===== config.mk =====
export PLATFORM = sky130hd
export DESIGN_NAME = dsp_status_current
export DESIGN_NICKNAME = d
export VERILOG_FILES = /design/src/hw/dsp_pkg.sv /design/src/hw/dsp_pct_reg.sv /design/src/hw/dsp_status_current.sv
export SDC_FILE = /design/constraint.sdc
export NUM_CORES = 1
export LEC_CHECK = 0
export BUFFER_PORTS_ARGS = -buffer_cell sky130_fd_sc_hd__buf_2
export CORE_UTILIZATION = 33
export CTS_BUF_LIST = sky130_fd_sc_hd__clkbuf_16
export DETAILED_ROUTE_END_ITERATION = 8
export GPL_TIMING_DRIVEN = 1
export HOLD_SLACK_MARGIN = 0.15
export PLACE_DENSITY = 0.5
export SKIP_LAST_GASP = 1
export SLEW_MARGIN = 20
export SYNTH_ARGS = -nofsm -noshare
export SYNTH_HDL_FRONTEND = slang
export SYNTH_HIERARCHICAL = 1
export SYNTH_SLANG_ARGS = --single-unit

===== constraint.sdc =====
create_clock -name core_clk -period 28.1 [get_ports core_clk]
set_clock_uncertainty 0.2 [all_clocks]
set_input_delay 4.215 -clock core_clk [delete_from_list [all_inputs] [get_ports core_clk]]
set_output_delay 4.215 -clock core_clk [all_outputs]
set_load 0.05 [all_outputs]

===== src/hw/dsp_pkg.sv =====
package dsp_pkg;
	localparam logic [15:0] DSP_ADDR_STAND = 16'h1414;
	localparam logic [15:0] DSP_ADDR_RAMP = 16'h1416;
	localparam logic [15:0] DSP_ADDR_CONST = 16'h1418;
	localparam logic [15:0] DSP_ADDR_ACTION = 16'h1c08;
	localparam logic [15:0] DSP_ADDR_FAULT = 16'h1c0a;
	localparam logic [15:0] DSP_RST_STAND = 16'h0046;
	localparam logic [15:0] DSP_RST_RAMP = 16'h0064;
	localparam logic [15:0] DSP_RST_CONST = 16'h0064;
	localparam logic [15:0] DSP_PCT_MIN = 16'h0001;
	localparam logic [15:0] DSP_PCT_MAX = 16'h0064;
	localparam logic [15:0] DSP_STANDSTILL_RPM = 16'h0009;
	localparam int DSP_BIT_WARN = 0;
	localparam int DSP_BIT_ERR1 = 1;
	localparam int DSP_BIT_STILL = 6;
	localparam int DSP_BIT_CW = 7;
	localparam int DSP_BIT_CCW = 8;
	localparam int DSP_BIT_IDLE = 11;
	localparam int DSP_BIT_DECEL = 12;
	localparam int DSP_BIT_ACCEL = 13;
	localparam int DSP_BIT_CONST = 14;
	typedef enum logic [1:0] {
		DSP_PG_IDLE,
		DSP_PG_ACCEL,
		DSP_PG_DECEL,
		DSP_PG_CONST
	} dsp_pg_state_t;
	typedef struct packed {
		logic wr;
		logic rd;
		logic [15:0] addr;
		logic [15:0] wdata;
	} dsp_bus_req_t;
	typedef struct packed {
		logic warn;
		logic [3:0] err_class;
		logic [15:0] speed_rpm;
		logic dir_ccw;
		dsp_pg_state_t pg_state;
	} dsp_drive_state_t;
endpackage


===== src/hw/dsp_pct_reg.sv =====
`timescale 1ns/1ps
module dsp_pct_reg
	import dsp_pkg::*;
#(
	parameter logic [15:0] ADDR = 16'h0000,
	parameter logic [15:0] RESET_VAL = 16'h0064
) (
	input wire logic core_clk,
	input wire logic reset,
	input wire dsp_bus_req_t req,
	output logic [15:0] value,
	output logic hit,
	output logic rejected
);
	logic [15:0] value_reg;
	logic in_range;
	assign hit = (req.addr == ADDR);
	assign in_range = (req.wdata >= DSP_PCT_MIN) && (req.wdata <= DSP_PCT_MAX);
	// Out-of-range writes are dropped so the stored value stays legal
	assign rejected = req.wr && hit && !in_range;
	assign value = value_reg;
	always_ff @(posedge core_clk or posedge reset) begin
		if (reset) begin
			value_reg <= RESET_VAL;
		end else if (req.wr && hit && in_range) begin
			value_reg <= req.wdata;
		end
	end
	property p_in_range;
		@(posedge core_clk) disable iff (reset)
		value_reg >= DSP_PCT_MIN && value_reg <= DSP_PCT_MAX;
	endproperty
	a_in_range: assert property (p_in_range) else $error("pct out of range");
endmodule


===== src/hw/dsp_status_current.sv =====
`timescale 1ns/1ps
// What this block does
// - Status bit 0 shows active warning, bits 1-4 show error classes 1-4.
// - Status bit 6 set while measured speed is below 9 rpm.
// - Status bit 7 for clockwise rotation, bit 8 for counter-clockwise.
// - Status bit 11 while profile generator is idle.
// - Status bit 12 while profile generator decelerates.
// - Status bit 13 while profile generator accelerates.
// - Status bit 14 while profile generator moves at constant nonzero speed.
// - Read-only 16-bit register holds error number of last stop fault.
// - Phase current percentage chosen by standstill, ramp or constant motion.
// - Percentage scales so that 100 equals the nominal motor current.
// - Standstill percentage writable 1 to 100, default 70.
// - Ramp percentage writable 1 to 100, default 100.
// - Constant-motion percentage writable 1 to 100, default 100.
module dsp_status_current
	import dsp_pkg::*;
(
	input wire logic core_clk,
	input wire logic reset,
	input wire dsp_bus_req_t bus_req,
	output logic [15:0] bus_rdata,
	output logic bus_ack,
	output logic bus_err,
	input wire dsp_drive_state_t drive,
	input wire logic stop_fault_valid,
	input wire logic [15:0] stop_fault_number,
	input wire logic [15:0] nominal_motor_current,
	output logic [6:0] phase_current_pct,
	output logic [15:0] phase_current_setpoint
);
	logic [15:0] stand_pct;
	logic [15:0] ramp_pct;
	logic [15:0] const_pct;
	logic stand_hit;
	logic ramp_hit;
	logic const_hit;
	logic stand_rej;
	logic ramp_rej;
	logic const_rej;
	logic [15:0] action_word;
	logic [15:0] action_word_reg;
	logic [15:0] fault_reg;
	logic [15:0] rdata_reg;
	logic ack_reg;
	logic err_reg;
	logic standstill;
	logic pg_idle;
	logic pg_decel;
	logic pg_accel;
	logic pg_const;
	logic action_hit;
	logic fault_hit;
	logic any_hit;
	logic ro_write;
	logic wr_rejected;
	logic [15:0] sel_pct;
	logic [15:0] sel_pct_next;
	logic [15:0] pct_reg;
	logic [31:0] product;
	logic [15:0] setpoint_next;
	logic [15:0] setpoint_reg;

	dsp_pct_reg #(.ADDR(DSP_ADDR_STAND), .RESET_VAL(DSP_RST_STAND)) u_stand (
		.core_clk(core_clk),
		.reset(reset),
		.req(bus_req),
		.value(stand_pct),
		.hit(stand_hit),
		.rejected(stand_rej)
	);
	dsp_pct_reg #(.ADDR(DSP_ADDR_RAMP), .RESET_VAL(DSP_RST_RAMP)) u_ramp (
		.core_clk(core_clk),
		.reset(reset),
		.req(bus_req),
		.value(ramp_pct),
		.hit(ramp_hit),
		.rejected(ramp_rej)
	);
	dsp_pct_reg #(.ADDR(DSP_ADDR_CONST), .RESET_VAL(DSP_RST_CONST)) u_const (
		.core_clk(core_clk),
		.reset(reset),
		.req(bus_req),
		.value(const_pct),
		.hit(const_hit),
		.rejected(const_rej)
	);

	assign standstill = drive.speed_rpm < DSP_STANDSTILL_RPM;
	assign pg_idle = drive.pg_state == DSP_PG_IDLE;
	assign pg_decel = drive.pg_state == DSP_PG_DECEL;
	assign pg_accel = drive.pg_state == DSP_PG_ACCEL;
	assign pg_const = drive.pg_state == DSP_PG_CONST;

	always_comb begin
		action_word = 16'h0000;
		action_word[DSP_BIT_WARN] = drive.warn;
		action_word[DSP_BIT_ERR1 +: 4] = drive.err_class;
		action_word[DSP_BIT_STILL] = standstill;
		// Direction bits meaningless at rest, so both clear then
		action_word[DSP_BIT_CW] = !standstill && !drive.dir_ccw;
		action_word[DSP_BIT_CCW] = !standstill && drive.dir_ccw;
		action_word[DSP_BIT_IDLE] = pg_idle;
		action_word[DSP_BIT_DECEL] = pg_decel;
		action_word[DSP_BIT_ACCEL] = pg_accel;
		action_word[DSP_BIT_CONST] = pg_const;
	end

	assign action_hit = bus_req.addr == DSP_ADDR_ACTION;
	assign fault_hit = bus_req.addr == DSP_ADDR_FAULT;
	assign any_hit = stand_hit || ramp_hit || const_hit || action_hit || fault_hit;
	assign ro_write = bus_req.wr && (action_hit || fault_hit);
	assign wr_rejected = stand_rej || ramp_rej || const_rej;

	// Ramp current also covers deceleration; idle uses standstill value
	assign sel_pct_next = pg_idle ? stand_pct : (pg_const ? const_pct : ramp_pct);
	assign sel_pct = pct_reg;
	assign product = pct_reg * nominal_motor_current;
	// Divide by 100 so that 100 percent gives the nominal value exactly
	assign setpoint_next = 16'(product / 32'd100);

	always_ff @(posedge core_clk or posedge reset) begin
		if (reset) begin
			action_word_reg <= 16'h0000;
			fault_reg <= 16'h0000;
			pct_reg <= DSP_RST_STAND;
			setpoint_reg <= 16'h0000;
		end else begin
			action_word_reg <= action_word;
			if (stop_fault_valid) begin
				fault_reg <= stop_fault_number;
			end
			pct_reg <= sel_pct_next;
			setpoint_reg <= setpoint_next;
		end
	end

	always_ff @(posedge core_clk or posedge reset) begin
		if (reset) begin
			rdata_reg <= 16'h0000;
			ack_reg <= 1'b0;
			err_reg <= 1'b0;
		end else begin
			ack_reg <= (bus_req.rd || bus_req.wr) && any_hit && !ro_write && !wr_rejected;
			err_reg <= (bus_req.rd || bus_req.wr) && (!any_hit || ro_write || wr_rejected);
			if (bus_req.rd) begin
				rdata_reg <= stand_hit ? stand_pct :
					ramp_hit ? ramp_pct :
					const_hit ? const_pct :
					action_hit ? action_word_reg :
					fault_hit ? fault_reg : 16'h0000;
			end
		end
	end

	assign bus_rdata = rdata_reg;
	assign bus_ack = ack_reg;
	assign bus_err = err_reg;
	assign phase_current_pct = sel_pct[6:0];
	assign phase_current_setpoint = setpoint_reg;

	property p_standstill;
		@(posedge core_clk) disable iff (reset)
		!reset && drive.speed_rpm < DSP_STANDSTILL_RPM |=> action_word_reg[DSP_BIT_STILL];
	endproperty
	a_standstill: assert property (p_standstill) else $error("standstill bit missing");

	property p_moving;
		@(posedge core_clk) disable iff (reset)
		!reset && drive.speed_rpm >= DSP_STANDSTILL_RPM |=> !action_word_reg[DSP_BIT_STILL];
	endproperty
	a_moving: assert property (p_moving) else $error("standstill bit while moving");

	property p_errors;
		@(posedge core_clk) disable iff (reset)
		!reset |=> action_word_reg[4:0] == {$past(drive.err_class), $past(drive.warn)};
	endproperty
	a_errors: assert property (p_errors) else $error("warning or error bits wrong");

	property p_dir;
		@(posedge core_clk) disable iff (reset)
		!(action_word_reg[DSP_BIT_CW] && action_word_reg[DSP_BIT_CCW]);
	endproperty
	a_dir: assert property (p_dir) else $error("both direction bits set");

	property p_onehot_pg;
		@(posedge core_clk) disable iff (reset)
		!$past(reset) |-> $onehot(action_word_reg[DSP_BIT_CONST:DSP_BIT_IDLE]);
	endproperty
	a_onehot_pg: assert property (p_onehot_pg) else $error("profile bits not one-hot");

	property p_reserved;
		@(posedge core_clk) disable iff (reset)
		action_word_reg[5] == 1'b0 && action_word_reg[10:9] == 2'b00 && !action_word_reg[15];
	endproperty
	a_reserved: assert property (p_reserved) else $error("reserved bit set");

	property p_accel_pct;
		@(posedge core_clk) disable iff (reset)
		(!reset && drive.pg_state == DSP_PG_ACCEL) ##1 (drive.pg_state == DSP_PG_ACCEL)
			|-> pct_reg == $past(ramp_pct);
	endproperty
	a_accel_pct: assert property (p_accel_pct) else $error("ramp current not applied");

	property p_idle_pct;
		@(posedge core_clk) disable iff (reset)
		!reset && pg_idle |=> pct_reg == $past(stand_pct);
	endproperty
	a_idle_pct: assert property (p_idle_pct) else $error("standstill current not applied");

	property p_full_scale;
		@(posedge core_clk) disable iff (reset)
		!reset && pct_reg == DSP_PCT_MAX |=> setpoint_reg == $past(nominal_motor_current);
	endproperty
	a_full_scale: assert property (p_full_scale) else $error("100 percent not nominal");

	property p_fault;
		@(posedge core_clk) disable iff (reset)
		stop_fault_valid |=> fault_reg == $past(stop_fault_number)
			##1 (fault_reg == $past(fault_reg) || $past(stop_fault_valid));
	endproperty
	a_fault: assert property (p_fault) else $error("stop fault number not held");

	property p_reject;
		@(posedge core_clk) disable iff (reset)
		(bus_req.wr && stand_hit && bus_req.wdata > DSP_PCT_MAX)
			|=> bus_err && stand_pct == $past(stand_pct);
	endproperty
	a_reject: assert property (p_reject) else $error("out of range write taken");

	// Reset sampled in the direction, profile-bit and current antecedents: release lands on a clock edge
	property p_cw;
		@(posedge core_clk) disable iff (reset)
		!reset && drive.speed_rpm >= DSP_STANDSTILL_RPM && !drive.dir_ccw
			|=> action_word_reg[DSP_BIT_CW] && !action_word_reg[DSP_BIT_CCW];
	endproperty
	a_cw: assert property (p_cw) else $error("clockwise bit wrong");

	property p_ccw;
		@(posedge core_clk) disable iff (reset)
		!reset && drive.speed_rpm >= DSP_STANDSTILL_RPM && drive.dir_ccw
			|=> action_word_reg[DSP_BIT_CCW] && !action_word_reg[DSP_BIT_CW];
	endproperty
	a_ccw: assert property (p_ccw) else $error("counter-clockwise bit wrong");

	property p_idle_bit;
		@(posedge core_clk) disable iff (reset)
		!reset && drive.pg_state == DSP_PG_IDLE |=> action_word_reg[DSP_BIT_IDLE];
	endproperty
	a_idle_bit: assert property (p_idle_bit) else $error("idle bit missing");

	property p_decel_bit;
		@(posedge core_clk) disable iff (reset)
		!reset && drive.pg_state == DSP_PG_DECEL |=> action_word_reg[DSP_BIT_DECEL];
	endproperty
	a_decel_bit: assert property (p_decel_bit) else $error("decel bit missing");

	property p_accel_bit;
		@(posedge core_clk) disable iff (reset)
		!reset && drive.pg_state == DSP_PG_ACCEL |=> action_word_reg[DSP_BIT_ACCEL];
	endproperty
	a_accel_bit: assert property (p_accel_bit) else $error("accel bit missing");

	property p_const_bit;
		@(posedge core_clk) disable iff (reset)
		!reset && drive.pg_state == DSP_PG_CONST |=> action_word_reg[DSP_BIT_CONST];
	endproperty
	a_const_bit: assert property (p_const_bit) else $error("constant bit missing");

	property p_decel_pct;
		@(posedge core_clk) disable iff (reset)
		!reset && drive.pg_state == DSP_PG_DECEL |=> pct_reg == $past(ramp_pct);
	endproperty
	a_decel_pct: assert property (p_decel_pct) else $error("ramp current not in decel");

	property p_const_pct;
		@(posedge core_clk) disable iff (reset)
		!reset && drive.pg_state == DSP_PG_CONST |=> pct_reg == $past(const_pct);
	endproperty
	a_const_pct: assert property (p_const_pct) else $error("constant current not applied");

	property p_ro_write;
		@(posedge core_clk) disable iff (reset)
		bus_req.wr && (bus_req.addr == DSP_ADDR_ACTION || bus_req.addr == DSP_ADDR_FAULT)
			|=> bus_err && !bus_ack;
	endproperty
	a_ro_write: assert property (p_ro_write) else $error("read-only write accepted");

	property p_pct_reject;
		@(posedge core_clk) disable iff (reset)
		bus_req.wr && (stand_hit || ramp_hit || const_hit)
			&& (bus_req.wdata < DSP_PCT_MIN || bus_req.wdata > DSP_PCT_MAX)
			|=> bus_err && !bus_ack;
	endproperty
	a_pct_reject: assert property (p_pct_reject) else $error("bad pct accepted");

	property p_ramp_write;
		@(posedge core_clk) disable iff (reset)
		bus_req.wr && bus_req.addr == DSP_ADDR_RAMP
			&& bus_req.wdata >= DSP_PCT_MIN && bus_req.wdata <= DSP_PCT_MAX
			|=> bus_ack && ramp_pct == $past(bus_req.wdata);
	endproperty
	a_ramp_write: assert property (p_ramp_write) else $error("ramp write lost");

	property p_fault_read;
		@(posedge core_clk) disable iff (reset)
		bus_req.rd && bus_req.addr == DSP_ADDR_FAULT |=> bus_ack && bus_rdata == $past(fault_reg);
	endproperty
	a_fault_read: assert property (p_fault_read) else $error("fault number read wrong");

	c_accel: cover property (@(posedge core_clk) disable iff (reset) action_word_reg[DSP_BIT_ACCEL]);
	c_decel: cover property (@(posedge core_clk) disable iff (reset) action_word_reg[DSP_BIT_DECEL]);
	c_const: cover property (@(posedge core_clk) disable iff (reset) action_word_reg[DSP_BIT_CONST]);
	c_fault: cover property (@(posedge core_clk) disable iff (reset) stop_fault_valid);
	c_reject: cover property (@(posedge core_clk) disable iff (reset) bus_err);
endmodule


# [Word level (Yosys, flattened, before mapping)]
# Cells that the tools add are included.
[word_totals] reg_bits=126 out_inout_bits=41
[op_classes] muxes=7 multipliers=1 reduce_logical=34 div=1 n_eq_ne=8 magnitude_cmp=3
[op_table] cell="$mux W16" n=7
[op_table] cell="$eq A16 B13 Y1 const B" n=5
[op_table] cell="$div A32 B7 Y32 const B" n=1
[op_table] cell="$mul A16 B16 Y32" n=1
[op_table] cell="$logic_and A1 B1 Y1" n=17
[op_table] cell="$ge A16 B1 Y1 const B" n=1
[op_table] cell="$le A16 B7 Y1 const B" n=1
[op_table] cell="$lt A16 B4 Y1 const B" n=1
[op_table] cell="$logic_or A1 B1 Y1" n=10
[op_table] cell="$logic_not A1 Y1" n=6
[op_table] cell="$eq A2 B2 Y1 const B" n=2
[op_table] cell="$eq A2 B1 Y1 const B" n=1
[op_table] cell="$logic_not A2 Y1" n=1

# [Logic depth before layout (Yosys ltp)]
[logic_depth] ltp_word=9 depth_mapped=87

# [By module]
# The synthesis kept the hierarchy.
[modules_own_cells] mod="dsp_status_current" instances=1 area_each_um2=18138.6 cells_per_inst=2222
[modules_own_cells] mod="dsp_pct_reg at u_const ..." instances=2 area_each_um2=713.2 cells_per_inst=49
[modules_own_cells] mod="dsp_pct_reg at u_ramp" instances=1 area_each_um2=714.4 cells_per_inst=49

# [Least setup slack after synthesis]
# No wires, ideal clock.
[synth_path] kind="input -> register" from="input port nominal_motor_current[3]" to="register setpoint_reg[0], in the netlist phase_current_setpoint[0]" arrival_ps=23336 setup_time_ps=99 path_slack_ps=4464 required_time_ps=27801 path_buffers=7 stages=79 path_cell_list="clkbuf_1 -> nand2_1 -> fa_1 -> inv_1 -> fa_1 -> inv_1 -> fa_1 -> inv_1 -> fa_1 -> fa_1 -> inv_1 -> fa_1 -> inv_1 -> ha_1 -> buf_2 -> nand2_1 -> a211o_1 -> a31o_2 -> [... 43 more ...] -> inv_2 -> o211ai_2 -> xnor2_1 -> or4_1 -> and3_1 -> or3_1 -> nand2_1 -> a311oi_1 -> and3_1 -> o41ai_2 -> a221oi_1 -> o31a_1 -> a211o_1 -> and3_1 -> buf_2 -> xnor2_1 -> o311a_1 -> a311oi_1"
[synth_via] elab_chain_len=2
[synth_lines] element="from (decl)" line_no="dsp_status_current.sv:28" rtl="input wire logic [15:0] nominal_motor_current,"
[synth_lines] element="$mul A16 B16 Y32" line_no="dsp_status_current.sv:118" rtl="assign product = pct_reg * nominal_motor_current;"
[synth_lines] element="$div A32 B7 Y32" line_no="dsp_status_current.sv:120" rtl="assign setpoint_next = 16'(product / 32'd100);"
[synth_lines] element="via setpoint_next[0]" line_no="dsp_status_current.sv:61" rtl="logic [15:0] setpoint_next;"
[synth_lines] element="to (signal assigned)" line_no="dsp_status_current.sv:134" rtl="setpoint_reg <= setpoint_next;"
[synth_lines] element="to (decl)" line_no="dsp_status_current.sv:62" rtl="logic [15:0] setpoint_reg;"
# The timed path passes the listed nets, and every way through them passes these cells.
# A chain may end at the register's enable or synchronous reset.

# [Worst setup path after layout]
[layout_path] from="input port nominal_motor_current[15]" to="register setpoint_reg[0], in the netlist phase_current_setpoint[0]"
# Same word-level chain as after synthesis.

==> metrics.txt <==
sequential fraction of the synthesis area 0.156; core area 60600 sq um; met2 WL 28.6 mm; R2R Setup Slk 4950 ps; CTS tree done; CP most frequent cell fa_1; Die X 250 um; nets@finish around 2800; layout cells sized above 1 0.149; Seq cells post-synth about 130; gr usage total 0.200; CTS buffer count 17; Worst Min Path Start fault_reg[6]$_DFFE_PP0P_; CP Capture Type flop; final WL 62.0 mm; gpl congestion 0.910; Max stage delay on crit path 780 ps; row cnt 90; worst hold slack roughly 300 ps; port buffer count 133; CP required 28240 ps; Final Critical Period between 20000 and 30000 ps; Main synth FF type dfrtp_1; Via density 5.60; warnings from Yosys 6; Final Max Slew Viols 0; pin count of the biggest net entering global routing 79; Max-cap violations 0; Post-synth EDFFs 0; DRT iter0 DRCs 1192; DRC 0; synthesized net count ~2800; Worst-path clk slew about 60 ps; Die Footprint 62400 sq um; clock root buffer clkbuf_16; Syn Area/Cell 8.56 sq um; Max Root-Sink Buffers 2; Max Freq 0.0380 GHz; post-synth cell types 119; routed length on met1 29.0 mm; worst skew pair latency between 400 and 500 ps; CP max-delay cell o41ai_1; postcts setup bufs 0; Critical Path Start Type primary input; Hold Buf Count CTS 0; Placed Instances 3190; R2R cell count between 60 and 70; Post-Route Setup TNS 0 ps; count of final setup violators 0; Cells after Synth 2369; first-pass iteration count of the detailed router 6; # IOs 134; CP arrival 26450 ps; share of async-settable or async-resettable flops after synthesis 1.00; area grow syn2layout 9.37%; Hold Crit Class flop to flop; DP HPWL 47.7 mm; chip height 250 um; top sig layer met4; first-pass GRT wire length a little over 100 mm; Core Util, Final 0.366; routed wl met3 3.50 mm; worst reg2reg startpoint pct_reg[8]$_DFF_PP0_; Initial Utilization 0.335; period utilisation layout 0.936; relative max-transition margin 0.367; Tightest Pin Transition 937 ps; hold depth 1; Remaining Overflow, GRT 0; initial antenna violation count 3; Hold Fails Final Rpt 0; DR WL/cell 19.2 um; number of cells in the finished layout apart from fillers ~3200; via count 18100; post-route ant nets 0; Clock Sinks 126; CTS H-tree lvls 4; Synth Cell Area 20300 sq um; RSZ-0062 raised after global routing false; CP Class primary input to flop; post_cts resized 0; Critical Path Fanout Max 16; vias in the first global route 18300; status finished, final reports clean; Hold Path End fault_reg[6]$_DFFE_PP0P_; Worst R2R End phase_current_setpoint[0]$_DFF_PP0_
-- how the worst max path moves through the flow --
stage	depth (start not counted)	startpoint	end
global route	70	nominal_motor_current[9]	phase_current_setpoint[0]$_DFF_PP0_
floorplan	79	nominal_motor_current[3]	phase_current_setpoint[0]$_DFF_PP0_
CTS	70	nominal_motor_current[15]	phase_current_setpoint[0]$_DFF_PP0_
detailed placement	70	nominal_motor_current[15]	phase_current_setpoint[0]$_DFF_PP0_
finish	70	nominal_motor_current[15]	phase_current_setpoint[0]$_DFF_PP0_
global placement	70	nominal_motor_current[15]	phase_current_setpoint[0]$_DFF_PP0_
-- layout by cell type (no fill, tap or decap), drive strengths merged, types with 16 or more instances in the layout --
cell type / count
ha: 104
buf: 150
xnor2: 66
a21o: 16
a31oi: 32
mux2i: 36
o21ai: 84
o31ai: 19
nor2b: 16
nand3: 53
or3: 20
a21oi: 127
fa: 194
nor4: 29
a211oi: 33
nand4: 18
clkbuf: 17
nor4b: 16
and2: 180
inv: 245
nor2: 148
xor2: 31
o22ai: 26
dfrtp: 114
o211ai: 48
mux2: 51
and3: 23
nand2: 231
nor3: 66
-- stage by stage --
step	cell area, sq um	setup WS [ps]
after floorplan	20300	4460
after global placement	21500	1900
after detailed placement	21500	1390
after CTS	22100	1780
after global routing	22200	111
final	22200	1800
-- cell type report --
type | instances | area, sq um
fillers | 6254 | 38400
clock buffers | 17 | 425
inverters | 239 | 898
multi-input cells | 1893 | 15700
diodes | 2 | 5.00
well taps | 782 | 978
repair buffers | 150 | 797
flip-flops and latches | 126 | 3170
clock inverters | 15 | 175
-- metal layers --
metal / vias to the layer above / global-route usage
li1: 8460 / -
met1: 9006 / 0.281
met2: 558 / 0.324
met3: 45 / 0.0305
met4: 0 / 0.0406
met5: - / 0
-- critical path, delay by kind of cell --
kind	cells	cell delay, ps
AOI/OAI and AO/OA	35	11720
xor gates and xnor gates	1	160
adders and majority gates	7	3290
buffers and inverters	5	510
muxes	5	2010
and+or+nand+nor	17	4500
-- cell usage after synthesis, types with 42 or more instances --
cell | instances | area share
dfrtp_1 | 114 | 0.14
o211ai_1 | 44 | 0.016
nor2_1 | 147 | 0.027
nand2_1 | 231 | 0.043
clkbuf_1 | 68 | 0.013
nand3_1 | 53 | 0.013
inv_1 | 234 | 0.043
and2_1 | 153 | 0.047
fa_1 | 194 | 0.19
a21oi_1 | 118 | 0.029
mux2_2 | 42 | 0.023
nor3_1 | 64 | 0.016
xnor2_1 | 63 | 0.027
o21ai_0 | 57 | 0.014
ha_1 | 104 | 0.064
-- kinds of logic (layout without fill, tap and decap cells) --
kind of cell             Yosys count  count (layout)  synth area share
flip-flops                       126             126             0.156
AO/OA/AOI/OAI                    564             564             0.207
multiplexers                      87              87            0.0474
other                              0               2                 0
AND/OR/NAND/NOR                  843             843             0.219
buffers and inverters            350             421            0.0695
adder cells (fa/ha/maj)          302             302             0.258
XOR/XNOR                          97              97            0.0434
Power is left out: the tool's default activity adds up to more than one toggle a clock period on the data nets, which glitch-free logic cannot reach.
